--- config.mk ---
export PLATFORM = sky130hd
export DESIGN_NAME = stack_flag_core
export DESIGN_NICKNAME = d
export VERILOG_FILES = /design/src/hw/stack_flag_core.v
export VERILOG_INCLUDE_DIRS = /design/src /design/src/hw
export SDC_FILE = /design/constraint.sdc
export NUM_CORES = 1
export LEC_CHECK = 0
export CORE_AREA = 3 3 175 211
export DETAILED_ROUTE_END_ITERATION = 16
export DIE_AREA = 0 0 178 214
export DONT_BUFFER_PORTS = 1
export GPL_ROUTABILITY_DRIVEN = 0
export PLACE_DENSITY = 0.52
export SLEW_MARGIN = 20
export SYNTH_ARGS = -nofsm -noshare
export SYNTH_HDL_FRONTEND = slang
export SYNTH_SLANG_ARGS = --single-unit
--- constraint.sdc ---
create_clock -name CLK -period 4.3 [get_ports CLK]
set_input_delay 0.215 -clock CLK [delete_from_list [all_inputs] [get_ports CLK]]
set_output_delay 0.215 -clock CLK [all_outputs]
set_load 0.1 [all_outputs]
--- src/hw/stack_flag_defines.vh ---
`ifndef STACK_FLAG_DEFINES_VH
`define STACK_FLAG_DEFINES_VH

// ----------------------------------------------------------------
// Register byte offsets
// ----------------------------------------------------------------
`define OFS_CMD      6'h00
`define OFS_ACC      6'h04
`define OFS_REG_B    6'h08
`define OFS_REG_C    6'h0c
`define OFS_REG_D    6'h10
`define OFS_REG_E    6'h14
`define OFS_REG_H    6'h18
`define OFS_REG_L    6'h1c
`define OFS_STACK    6'h20
`define OFS_FLAGS    6'h24
`define OFS_OPERAND  6'h28
`define OFS_STATUS   6'h2c

// ----------------------------------------------------------------
// Command fields and codes
// ----------------------------------------------------------------
`define CMD_OP_LSB   0
`define CMD_PAIR_LSB 3
`define CMD_SUB_LSB  5
`define OP_PUSH      3'h0
`define OP_POP       3'h1
`define OP_PTR_LOAD  3'h2
`define OP_TOP_SWAP  3'h3
`define OP_ALU       3'h4
`define OP_COND      3'h5
`define PAIR_BC      2'h0
`define PAIR_DE      2'h1
`define PAIR_HL      2'h2
`define PAIR_AFW     2'h3
`define ALU_ADD      3'h0
`define ALU_SUB      3'h1
`define ALU_CMP      3'h2
`define ALU_AND      3'h3
`define ALU_OR       3'h4
`define ALU_XOR      3'h5
`define ALU_INC      3'h6
`define ALU_DEC      3'h7

// ----------------------------------------------------------------
// Flag byte layout and reset values
// ----------------------------------------------------------------
`define FLB_CARRY    0
`define FLB_ONE      1
`define FLB_PARITY   2
`define FLB_HALF     4
`define FLB_ZERO     6
`define FLB_SIGN     7
`define RST_REG8     8'h00
`define RST_STACK    16'h0000

// ----------------------------------------------------------------
// State counts and access slots
// ----------------------------------------------------------------
`define ST_PUSH      5'h0c
`define ST_POP       5'h0a
`define ST_PTR_LOAD  5'h06
`define ST_TOP_SWAP  5'h10
`define ST_ALU       5'h04
`define ST_COND_F    5'h05
`define ST_COND_T    5'h0b
`define SLOT_A       5'h03
`define SLOT_B       5'h06
`define SLOT_C       5'h09
`define SLOT_D       5'h0c

`endif

--- src/hw/stack_flag_core.v ---
// Local design decisions: register access over AXI4-Lite and the register addresses.
`timescale 1ns/1ps
`include "stack_flag_defines.vh"

module stack_flag_core (
	input  wire        CLK,
	input  wire        RESET_N,
	input  wire [5:0]  S_AXI_AWADDR,
	input  wire        S_AXI_AWVALID,
	output wire        S_AXI_AWREADY,
	input  wire [31:0] S_AXI_WDATA,
	input  wire [3:0]  S_AXI_WSTRB,
	input  wire        S_AXI_WVALID,
	output wire        S_AXI_WREADY,
	output wire [1:0]  S_AXI_BRESP,
	output wire        S_AXI_BVALID,
	input  wire        S_AXI_BREADY,
	input  wire [5:0]  S_AXI_ARADDR,
	input  wire        S_AXI_ARVALID,
	output wire        S_AXI_ARREADY,
	output wire [31:0] S_AXI_RDATA,
	output wire [1:0]  S_AXI_RRESP,
	output wire        S_AXI_RVALID,
	input  wire        S_AXI_RREADY,
	output wire [15:0] MEM_ADDR,
	output wire [7:0]  MEM_WDATA,
	output wire        MEM_WE,
	output wire        MEM_RE,
	input  wire [7:0]  MEM_RDATA
);

	// ----------------------------------------------------------------
	// State
	// ----------------------------------------------------------------
	reg        awready_r, wready_r, bvalid_r, arready_r, rvalid_r;
	reg        aw_full_r, w_full_r;
	reg [1:0]  bresp_r, rresp_r;
	reg [5:0]  awaddr_r;
	reg [31:0] wdata_r, rdata_r;
	reg [3:0]  wstrb_r;
	reg [7:0]  acc_r, b_r, c_r, d_r, e_r, h_r, l_r, operand_r;
	reg [15:0] stack_pointer_r;
	reg        carry_flag_r, parity_r, half_carry_flag_r, zero_r, sign_r;
	reg        busy_r, taken_r;
	reg [4:0]  cnt_r, total_r, last_states_r;
	reg [2:0]  op_r, sub_r;
	reg [1:0]  pair_r;
	reg [7:0]  tmp_lo_r, tmp_hi_r;
	reg        rd_lo_r, rd_hi_r;
	reg [15:0] mem_addr_r;
	reg [7:0]  mem_wdata_r;
	reg        mem_we_r, mem_re_r;

	// ----------------------------------------------------------------
	// Helpers
	// ----------------------------------------------------------------
	function [3:0] reg_index;
		input [5:0] addr;
		begin
			reg_index = addr[5:2];
		end
	endfunction

	function valid_index;
		input [5:0] addr;
		begin
			valid_index = (addr[5:2] <= reg_index(`OFS_STATUS));
		end
	endfunction

	wire [7:0] flag_byte;
	assign flag_byte = {sign_r, zero_r, 1'b0, half_carry_flag_r,
			1'b0, parity_r, 1'b1, carry_flag_r};

	// The pair selected by a command, as high and low byte.
	reg [7:0] pair_hi, pair_lo;
	always @* begin
		case (pair_r)
			`PAIR_BC: begin
				pair_hi = b_r;
				pair_lo = c_r;
			end
			`PAIR_DE: begin
				pair_hi = d_r;
				pair_lo = e_r;
			end
			`PAIR_HL: begin
				pair_hi = h_r;
				pair_lo = l_r;
			end
			default: begin
				pair_hi = acc_r;
				pair_lo = flag_byte;
			end
		endcase
	end

	// ----------------------------------------------------------------
	// Arithmetic and flag results
	// ----------------------------------------------------------------
	reg [8:0] sum;
	reg [4:0] nib;
	reg [7:0] res;
	reg       n_carry, n_half, wr_acc;
	always @* begin
		sum = 9'h000;
		nib = 5'h00;
		n_carry = carry_flag_r;
		wr_acc = 1'b1;
		case (sub_r)
			`ALU_ADD: begin
				sum = {1'b0, acc_r} + {1'b0, operand_r};
				nib = {1'b0, acc_r[3:0]} + {1'b0, operand_r[3:0]};
				n_carry = sum[8];
			end
			`ALU_SUB, `ALU_CMP: begin
				sum = {1'b0, acc_r} + {1'b0, ~operand_r} + 9'h001;
				nib = {1'b0, acc_r[3:0]} + {1'b0, ~operand_r[3:0]} + 5'h01;
				n_carry = (acc_r < operand_r);
				wr_acc = (sub_r == `ALU_SUB);
			end
			`ALU_AND: begin
				sum = {1'b0, acc_r & operand_r};
				n_carry = 1'b0;
			end
			`ALU_OR: begin
				sum = {1'b0, acc_r | operand_r};
				n_carry = 1'b0;
			end
			`ALU_XOR: begin
				sum = {1'b0, acc_r ^ operand_r};
				n_carry = 1'b0;
			end
			`ALU_INC: begin
				sum = {1'b0, acc_r} + 9'h001;
				nib = {1'b0, acc_r[3:0]} + 5'h01;
			end
			default: begin
				sum = {1'b0, acc_r} + 9'h0ff;
				nib = {1'b0, acc_r[3:0]} + 5'h0f;
			end
		endcase
		res = sum[7:0];
		n_half = nib[4];
	end

	// Condition of a conditional op: 0/1 zero, 2/3 carry, 4/5 parity, 6/7 sign.
	reg cond_flag, cond_true;
	always @* begin
		case (sub_r[2:1])
			2'h0: cond_flag = zero_r;
			2'h1: cond_flag = carry_flag_r;
			2'h2: cond_flag = parity_r;
			default: cond_flag = sign_r;
		endcase
		cond_true = (cond_flag == sub_r[0]);
	end

	// ----------------------------------------------------------------
	// AXI4-Lite channels
	// ----------------------------------------------------------------
	wire do_write;
	wire do_read;
	wire cmd_start;
	assign do_write = aw_full_r && w_full_r && !bvalid_r;
	assign do_read = arready_r && S_AXI_ARVALID;
	// Writes while an op runs are answered but dropped, so no byte changes mid-op.
	assign cmd_start = do_write && !busy_r && wstrb_r[0] &&
			(awaddr_r == `OFS_CMD);

	always @(posedge CLK or negedge RESET_N) begin
		if (!RESET_N) begin
			awready_r <= 1'b0;
			wready_r  <= 1'b0;
			bvalid_r  <= 1'b0;
			aw_full_r <= 1'b0;
			w_full_r  <= 1'b0;
			bresp_r   <= 2'h0;
			awaddr_r  <= 6'h00;
			wdata_r   <= 32'h00000000;
			wstrb_r   <= 4'h0;
		end else begin
			if (awready_r && S_AXI_AWVALID) begin
				awaddr_r  <= S_AXI_AWADDR;
				aw_full_r <= 1'b1;
				awready_r <= 1'b0;
			end else if (!aw_full_r && !bvalid_r && !do_write) begin
				awready_r <= 1'b1;
			end
			if (wready_r && S_AXI_WVALID) begin
				wdata_r  <= S_AXI_WDATA;
				wstrb_r  <= S_AXI_WSTRB;
				w_full_r <= 1'b1;
				wready_r <= 1'b0;
			end else if (!w_full_r && !bvalid_r && !do_write) begin
				wready_r <= 1'b1;
			end
			if (do_write) begin
				aw_full_r <= 1'b0;
				w_full_r  <= 1'b0;
				bvalid_r  <= 1'b1;
				bresp_r   <= valid_index(awaddr_r) ? 2'h0 : 2'h3;
			end else if (bvalid_r && S_AXI_BREADY) begin
				bvalid_r <= 1'b0;
			end
		end
	end

	always @(posedge CLK or negedge RESET_N) begin
		if (!RESET_N) begin
			arready_r <= 1'b0;
			rvalid_r  <= 1'b0;
			rresp_r   <= 2'h0;
			rdata_r   <= 32'h00000000;
		end else begin
			if (do_read) begin
				arready_r <= 1'b0;
				rvalid_r  <= 1'b1;
				rresp_r   <= valid_index(S_AXI_ARADDR) ? 2'h0 : 2'h3;
				case (reg_index(S_AXI_ARADDR))
					reg_index(`OFS_CMD):     rdata_r <= {24'h000000, op_r, 5'h00};
					reg_index(`OFS_ACC):     rdata_r <= {24'h000000, acc_r};
					reg_index(`OFS_REG_B):   rdata_r <= {24'h000000, b_r};
					reg_index(`OFS_REG_C):   rdata_r <= {24'h000000, c_r};
					reg_index(`OFS_REG_D):   rdata_r <= {24'h000000, d_r};
					reg_index(`OFS_REG_E):   rdata_r <= {24'h000000, e_r};
					reg_index(`OFS_REG_H):   rdata_r <= {24'h000000, h_r};
					reg_index(`OFS_REG_L):   rdata_r <= {24'h000000, l_r};
					reg_index(`OFS_STACK):   rdata_r <= {16'h0000, stack_pointer_r};
					reg_index(`OFS_FLAGS):   rdata_r <= {24'h000000, flag_byte};
					reg_index(`OFS_OPERAND): rdata_r <= {24'h000000, operand_r};
					reg_index(`OFS_STATUS):  rdata_r <= {19'h00000, last_states_r,
							6'h00, taken_r, busy_r};
					default:                 rdata_r <= 32'h00000000;
				endcase
			end else if (rvalid_r && S_AXI_RREADY) begin
				rvalid_r <= 1'b0;
			end else if (!rvalid_r) begin
				arready_r <= 1'b1;
			end
		end
	end

	// ----------------------------------------------------------------
	// Operation sequencer, register file and stack access
	// ----------------------------------------------------------------
	wire last_state;
	wire [15:0] ptr_m1, ptr_m2, ptr_p1, ptr_p2;
	assign last_state = busy_r && (cnt_r == total_r - 5'h01);
	assign ptr_m1 = stack_pointer_r - 16'h0001;
	assign ptr_m2 = stack_pointer_r - 16'h0002;
	assign ptr_p1 = stack_pointer_r + 16'h0001;
	assign ptr_p2 = stack_pointer_r + 16'h0002;

	always @(posedge CLK or negedge RESET_N) begin
		if (!RESET_N) begin
			acc_r <= `RST_REG8;
			b_r <= `RST_REG8;
			c_r <= `RST_REG8;
			d_r <= `RST_REG8;
			e_r <= `RST_REG8;
			h_r <= `RST_REG8;
			l_r <= `RST_REG8;
			operand_r <= `RST_REG8;
			stack_pointer_r <= `RST_STACK;
			carry_flag_r <= 1'b0;
			parity_r <= 1'b0;
			half_carry_flag_r <= 1'b0;
			zero_r <= 1'b0;
			sign_r <= 1'b0;
			busy_r <= 1'b0;
			taken_r <= 1'b0;
			cnt_r <= 5'h00;
			total_r <= 5'h01;
			last_states_r <= 5'h00;
			op_r <= 3'h0;
			sub_r <= 3'h0;
			pair_r <= 2'h0;
			tmp_lo_r <= 8'h00;
			tmp_hi_r <= 8'h00;
			rd_lo_r <= 1'b0;
			rd_hi_r <= 1'b0;
			mem_addr_r <= 16'h0000;
			mem_wdata_r <= 8'h00;
			mem_we_r <= 1'b0;
			mem_re_r <= 1'b0;
		end else begin
			mem_we_r <= 1'b0;
			mem_re_r <= 1'b0;
			rd_lo_r <= 1'b0;
			rd_hi_r <= 1'b0;
			if (rd_lo_r)
				tmp_lo_r <= MEM_RDATA;
			if (rd_hi_r)
				tmp_hi_r <= MEM_RDATA;
			if (cmd_start) begin
				busy_r <= 1'b1;
				cnt_r <= 5'h00;
				op_r <= wdata_r[`CMD_OP_LSB+2:`CMD_OP_LSB];
				pair_r <= wdata_r[`CMD_PAIR_LSB+1:`CMD_PAIR_LSB];
				sub_r <= wdata_r[`CMD_SUB_LSB+2:`CMD_SUB_LSB];
				case (wdata_r[`CMD_OP_LSB+2:`CMD_OP_LSB])
					`OP_PUSH: total_r <= `ST_PUSH;
					`OP_POP:  total_r <= `ST_POP;
					`OP_PTR_LOAD: total_r <= `ST_PTR_LOAD;
					`OP_TOP_SWAP: total_r <= `ST_TOP_SWAP;
					default:  total_r <= `ST_ALU;
				endcase
			end else if (do_write && !busy_r) begin
				if (wstrb_r[0]) begin
					case (awaddr_r)
						`OFS_ACC:     acc_r <= wdata_r[7:0];
						`OFS_REG_B:   b_r <= wdata_r[7:0];
						`OFS_REG_C:   c_r <= wdata_r[7:0];
						`OFS_REG_D:   d_r <= wdata_r[7:0];
						`OFS_REG_E:   e_r <= wdata_r[7:0];
						`OFS_REG_H:   h_r <= wdata_r[7:0];
						`OFS_REG_L:   l_r <= wdata_r[7:0];
						`OFS_OPERAND: operand_r <= wdata_r[7:0];
						`OFS_STACK:   stack_pointer_r[7:0] <= wdata_r[7:0];
						`OFS_FLAGS: begin
							carry_flag_r <= wdata_r[`FLB_CARRY];
							parity_r <= wdata_r[`FLB_PARITY];
							half_carry_flag_r <= wdata_r[`FLB_HALF];
							zero_r <= wdata_r[`FLB_ZERO];
							sign_r <= wdata_r[`FLB_SIGN];
						end
						default: ;
					endcase
				end
				if (wstrb_r[1] && awaddr_r == `OFS_STACK)
					stack_pointer_r[15:8] <= wdata_r[15:8];
			end
			if (busy_r) begin
				cnt_r <= cnt_r + 5'h01;
				// The conditional op decides its length in its first state.
				if (op_r == `OP_COND && cnt_r == 5'h00) begin
					total_r <= cond_true ? `ST_COND_T : `ST_COND_F;
					taken_r <= cond_true;
				end
				if (op_r == `OP_PUSH) begin
					if (cnt_r == `SLOT_A) begin
						mem_addr_r <= ptr_m1;
						mem_wdata_r <= pair_hi;
						mem_we_r <= 1'b1;
					end
					if (cnt_r == `SLOT_B) begin
						mem_addr_r <= ptr_m2;
						mem_wdata_r <= pair_lo;
						mem_we_r <= 1'b1;
					end
				end
				if (op_r == `OP_POP || op_r == `OP_TOP_SWAP) begin
					if (cnt_r == `SLOT_A) begin
						mem_addr_r <= stack_pointer_r;
						mem_re_r <= 1'b1;
						rd_lo_r <= 1'b1;
					end
					if (cnt_r == `SLOT_B) begin
						mem_addr_r <= ptr_p1;
						mem_re_r <= 1'b1;
						rd_hi_r <= 1'b1;
					end
				end
				if (op_r == `OP_TOP_SWAP) begin
					if (cnt_r == `SLOT_C) begin
						mem_addr_r <= stack_pointer_r;
						mem_wdata_r <= l_r;
						mem_we_r <= 1'b1;
					end
					if (cnt_r == `SLOT_D) begin
						mem_addr_r <= ptr_p1;
						mem_wdata_r <= h_r;
						mem_we_r <= 1'b1;
					end
				end
				if (last_state) begin
					busy_r <= 1'b0;
					last_states_r <= total_r;
					case (op_r)
						`OP_PUSH: stack_pointer_r <= ptr_m2;
						`OP_POP: begin
							stack_pointer_r <= ptr_p2;
							case (pair_r)
								`PAIR_BC: begin
									c_r <= tmp_lo_r;
									b_r <= tmp_hi_r;
								end
								`PAIR_DE: begin
									e_r <= tmp_lo_r;
									d_r <= tmp_hi_r;
								end
								`PAIR_HL: begin
									l_r <= tmp_lo_r;
									h_r <= tmp_hi_r;
								end
								default: begin
									carry_flag_r <= tmp_lo_r[`FLB_CARRY];
									parity_r <= tmp_lo_r[`FLB_PARITY];
									half_carry_flag_r <= tmp_lo_r[`FLB_HALF];
									zero_r <= tmp_lo_r[`FLB_ZERO];
									sign_r <= tmp_lo_r[`FLB_SIGN];
									acc_r <= tmp_hi_r;
								end
							endcase
						end
						`OP_PTR_LOAD: stack_pointer_r <= {h_r, l_r};
						`OP_TOP_SWAP: begin
							l_r <= tmp_lo_r;
							h_r <= tmp_hi_r;
						end
						`OP_ALU: begin
							if (wr_acc)
								acc_r <= res;
							sign_r <= res[7];
							zero_r <= (res == 8'h00);
							parity_r <= ~^res;
							carry_flag_r <= n_carry;
							half_carry_flag_r <= n_half;
						end
						default: ;
					endcase
				end
			end
		end
	end

	// ----------------------------------------------------------------
	// Outputs
	// ----------------------------------------------------------------
	assign S_AXI_AWREADY = awready_r;
	assign S_AXI_WREADY  = wready_r;
	assign S_AXI_BRESP   = bresp_r;
	assign S_AXI_BVALID  = bvalid_r;
	assign S_AXI_ARREADY = arready_r;
	assign S_AXI_RDATA   = rdata_r;
	assign S_AXI_RRESP   = rresp_r;
	assign S_AXI_RVALID  = rvalid_r;
	assign MEM_ADDR      = mem_addr_r;
	assign MEM_WDATA     = mem_wdata_r;
	assign MEM_WE        = mem_we_r;
	assign MEM_RE        = mem_re_r;

endmodule // stack_flag_core

* Yosys cells after proc, flatten, opt, wreduce, memory -nomap -nowiden
Cells that the tools add are included.
** Storage, ports and cells
- Bits of input ports :: 63
- Bits in registers :: 221
- Output and inout port bits :: 67
** Cells by class
- Reduce and logical (&&, ||, !) cells :: 47
- Bitwise gates (word level) :: 6
- $add $sub $neg :: 16
- Multiplexer cells :: 169
- Magnitude comparators :: 3
- Equal/unequal tests :: 48
** Operators with widths (count)
- 2-to-1 mux 8 bit :: 63
- 2-to-1 mux 16 bit :: 13
- one-hot mux 16 bit (12 select lines) :: 1
- 2-to-1 mux 1 bit :: 68
- one-hot mux 16 bit (3 select lines) :: 1
- one-hot mux 8 bit (2 select lines) :: 3
- one-hot mux 8 bit (3 select lines) :: 2
- one-hot mux 8 bit (6 select lines) :: 1
- one-hot mux 5 bit (4 select lines) :: 2
- 2-to-1 mux 5 bit :: 5
- equality test 6 x 5 -> 1 bit (second input constant) :: 4
- equality test 3 x 2 -> 1 bit (second input constant) :: 6
- equality test 6 bit (second input constant) :: 3
- logical AND 1 bit :: 17
- adder 16 x 1 -> 16 bit (second input constant) :: 1
- adder 16 x 2 -> 16 bit (second input constant) :: 1
- adder 8 x 1 -> 8 bit (second input constant) :: 2
- equality test 4 x 3 -> 1 bit (second input constant) :: 4
- equality test 4 bit (second input constant) :: 4
- subtractor 16 x 1 -> 16 bit (second input constant) :: 1
- subtractor 16 x 2 -> 16 bit (second input constant) :: 1
- equality test 3 bit (second input constant) :: 5
- nonzero test 2 bit :: 7
- equality test 6 x 4 -> 1 bit (second input constant) :: 2
- 47 further kinds :: 72

* Longest topological paths before layout
- Depth after elaboration :: 10
- Depth in mapped cells :: 16

* Worst setup path before layout
No wires, ideal clock.
- Path kind :: register to register
- Start point :: reg sub_r[0]
- End point :: reg parity_r
- Stages on the path, launching flop included :: 17
- Setup slack :: 0.945 ns
- Clock period less this slack :: 3.355 ns
- Buffers on the path :: 2
- Data arrival time :: 3.221 ns
- Path through :: dfrtp_1 clkbuf_1 buf_1 nor2_1 inv_1 ha_1 a21o_1 a41oi_1 nand2_1 o31ai_1 xnor2_1 o22ai_1 ha_1 xor2_1 xnor2_1 nand2_1 o211ai_1
** Between the ends
- Cells in the longest elaborated chain, start to end :: 7
- Elaborated cells between the ends (all ways) :: 13
- Classes of those cells :: eq/ne (6); mux (4); reduce/logical (3)
** RTL lines
- from (decl) :: RTL line stack_flag_core.v:46 : reg [2:0] op_r, sub_r;
- from (signal assigned) :: RTL line stack_flag_core.v:301 : sub_r <= wdata_r[`CMD_SUB_LSB+2:`CMD_SUB_LSB];
- equality test 3 x 1 -> 1 bit / equality test 3 x 2 -> 1 bit (equally long branches) :: RTL line stack_flag_core.v:110 : case (sub_r)
- OR reduction 2 bit :: RTL line stack_flag_core.v:110
- one-hot mux 8 bit (6 select lines) * :: RTL line stack_flag_core.v:110
- XNOR reduction 8 bit * :: RTL line stack_flag_core.v:417 : parity_r <= ~^res;
- one-hot mux 1 bit (2 select lines) * :: RTL line stack_flag_core.v:380 : case (op_r)
- 2-to-1 mux 1 bit * :: RTL line stack_flag_core.v:377 : if (last_state) begin
- 2-to-1 mux 1 bit * :: RTL line stack_flag_core.v:334 : if (busy_r) begin
- to (signal assigned) :: RTL line stack_flag_core.v:323 : parity_r <= wdata_r[`FLB_PARITY];
- to (signal assigned) :: RTL line stack_flag_core.v:399 : parity_r <= tmp_lo_r[`FLB_PARITY];
- to (signal assigned) :: RTL line stack_flag_core.v:417
- to (decl) :: RTL line stack_flag_core.v:43 : reg carry_flag_r, parity_r, half_carry_flag_r, zero_r, sign_r;
Mark *: on every way between the ends. The rest lies on a longest branch, timed or not.
A chain may end at the register's enable or synchronous reset.

* Worst setup path after layout
- Start point :: reg sub_r[1]
- End point :: reg parity_r
The elaborated chain is that of the path after synthesis.

==> run metrics <==
final setup violation count=0; Final TNS setup=0 ns; violated checks=negative hold slack; synthesis-to-finish area growth=11.47%; register area=5084 um2; Synth Cell Area=14330 um2; htree depth=1; Die Y=approximately 210 um; root buf cell=clkbuf_16; crit path DAT=4.12 ns; ys async rst share=between 90% and 100%; CTS buffer count=25; Worst-Margin Slew=1.031 ns; worst reg2reg path endpoint=parity_r; CP Max Fanout=7; row cnt=75; HPWL Detailed=between 30000 and 40000 um; Vias=between 10000 and 15000; first-pass GRT wire length=about 78000 um; clock sinks=about 200; crit path launch=sub_r[1]; Setup crit end=parity_r; Cells after Synth=1645; Worst-Skew Late Latency=approximately 0.56 ns; Avg WL per Cell=around 24 um; boundary pin count=130; Cell variety after synth=76; die width=roughly 180 um; Setup crit start kind=flip-flop; reg2reg path depth=16; final period utilization=84.74%; Final ANT Viol Nets=0; Pleak=just over 0.007 uW; Achievable Freq=about 270 MHz; share of layout cells above drive strength 1=between 10% and 20%; hold_buf cts=38; DRC errors left=0; Final Critical Period=3.644 ns; worst vdd ir=slightly below 0.4 mV; skew final=0.03126 ns; FF-to-FF Start=sub_r[1]; Cell Pwr Density=770.0 nW/um2; worst-case clock buffer depth=3; Hold WS=-0.6355 ns; multi-input logic area=8518 um2; Worst-path clk slew=~0.060 ns; outcome=finished with violations; post_cts resized=0; initial DRC count=just over 1000; setup slack, reg-to-reg=0.66 ns; vias in the first global route=around 12000; Util after Layout=between 40% and 50%; RSZ-0062 raised after global routing=false; Slew Viols, Final=0; Die ar.=between 30000 and 40000 um2; Setup Fix Bufs, Post-CTS=0; Max-slew headroom=between 30% and 40%; Setup CP Type=flip-flop to flip-flop; DRT Pass-1 Iters=5; antenna violations before repair=0; starting density of the core=40.94%; grt ovf=0; I/O Buffers=0; overall routing resource usage=around a quarter; largest net degree at the start of global routing=204; Fillers=about 3400; FF+latch count, synth=~200; CP Capture Type=flip-flop; post-DR vias/cell=roughly 6; nets@finish=1743; sequential share of the synthesized area=between 30% and 40%; drt total wl=between 50000 and 60000 um; Tightest Hold Check Type=input port to async pin; YS warnings=0; n_diodes=0; Mean Syn Cell Area=approximately 8.7 um2; predominant post-synthesis flop cell=dfrtp_1; CTS tree=built; final hold vios=203; EDFF count, synth=0; Max Cap Viol=0; core area=35000 um2; Worst EP required=approximately 4.8 ns
## power by group
part	internal (uW)	switching, uW	total [uW]	leakage (uW)
clock network	1360	894	2260	0.000431
logic	2280	3150	5430	0.00406
registers	2440	2170	4610	0.00268
total	6080	6220	12300	0.00718
## routing by layer
layer  vias to the layer above  share of wire [%]  track usage (%)  wire (um)
li1                       5909                  -                -          -
met1                      6281                 40            33.21      20450
met2                       540                 48            43.65      24690
met3                       159                6.4            4.379       3299
met4                         0                6.0            13.86       3113
met5                         -                  0                0          0
## cell type report
type	instances	area share [%]
Multi-Input combinational cell	1267	53.32
Inverter	49	1.151
Clock buffer	30	4.221
Sequential cell	203	31.82
Clock inverter	15	1.245
Tap cell	462	3.618
Timing Repair Buffer	84	4.621
## state kept, by name, summed over array words and instances (netlist names), 16 cells and up
signal           cells
S_AXI_RDATA         16
MEM_ADDR            16
stack_pointer_r     16
wdata_r             16
## critical path, stage by stage (launching register included)
cell and delay [ns]:
dfrtp_1 0.35, nand2_1 0.06, buf_4 0.16, nor2_1 0.33
inv_1 0.24, ha_1 0.32, a21o_1 0.19, a41oi_1 0.22
nand2_1 0.12, o31ai_1 0.26, xnor2_1 0.12, o22ai_1 0.36
ha_1 0.33, xor2_1 0.19, xnor2_1 0.14, nand2_1 0.08
o211ai_1 0.12
## cells by family after synthesis
group | Yosys count | synth area share, %
AND/OR/NAND/NOR | 511 | 16.73
AO/OA/AOI/OAI | 452 | 20.01
flip-flops | 203 | 35.45
buffers and inverters | 190 | 5.684
multiplexers | 178 | 13.91
XOR/XNOR | 60 | 3.667
adder cells (fa/ha/maj) | 50 | 4.522
other | 1 | 0.02617
## cell usage in the layout, fill, tap and decap left out, types with 17 or more instances in the layout
cell type / instances
a21oi_1: 124
a22oi_1: 23
a31oi_1: 20
buf_4: 45
clkbuf_16: 25
dfrtp_1: 200
dlygate4sd3_1: 38
ha_1: 47
inv_1: 48
mux2_2: 69
mux2i_1: 99
nand2_1: 190
nand3_1: 37
nor2_1: 125
nor2b_1: 20
nor3_1: 37
o211ai_1: 17
o21ai_0: 104
o22ai_1: 38
xnor2_1: 28
xor2_1: 32
## Yosys cell counts, types with 12 or more instances
cell type | count | area share, %
dfrtp_1 | 202 | 35
o21ai_0 | 104 | 3.6
a221oi_1 | 12 | 0.73
nand3_1 | 37 | 1.3
a21oi_1 | 124 | 4.3
o31ai_1 | 14 | 0.73
buf_4 | 18 | 0.94
a22oi_1 | 23 | 1.2
inv_1 | 48 | 1.3
a31oi_1 | 20 | 0.87
o22ai_1 | 38 | 1.7
nand2_1 | 190 | 5.0
mux2i_1 | 99 | 6.9
nor2_1 | 125 | 3.3
mux2_2 | 69 | 5.4
xor2_1 | 32 | 2.0
o211ai_1 | 17 | 0.89
nor3_1 | 37 | 1.3
nor2b_1 | 20 | 0.87
clkbuf_1 | 102 | 2.7
a21o_1 | 14 | 0.73
nand2b_1 | 15 | 0.65
ha_1 | 47 | 4.1
xnor2_1 | 28 | 1.7
## worst min path at each step
stage	from	end	cells after the start
2_1_floorplan	RESET_N	MEM_ADDR[0]	0
3_3_place_gp	RESET_N	S_AXI_RDATA[9]	0
3_5_place_dp	RESET_N	S_AXI_RDATA[8]	0
4_1_cts	RESET_N	MEM_ADDR[15]	0
5_1_grt	RESET_N	MEM_ADDR[15]	0
6_report	RESET_N	S_AXI_RDATA[10]	0
## through the flow
step | cell area (um2) | setup slack [ns] | power (uW) | hold slack (ns) | instances
floorplan | 14390 | 0.9448 | 8217 | -0.08059 | 1660
finish | 15980 | 0.6563 | 12300 | -0.6355 | 2110
global placement | 14720 | 0.7549 | 9890 | -0.06765 | 2027
CTS | 15980 | 0.6656 | 12290 | -0.6617 | 2110
global route | 15980 | 0.3790 | 13050 | -0.6763 | 2110
detailed placement | 14720 | 0.6738 | 9948 | -0.06714 | 2027
(Power assumes the default switching activity.)
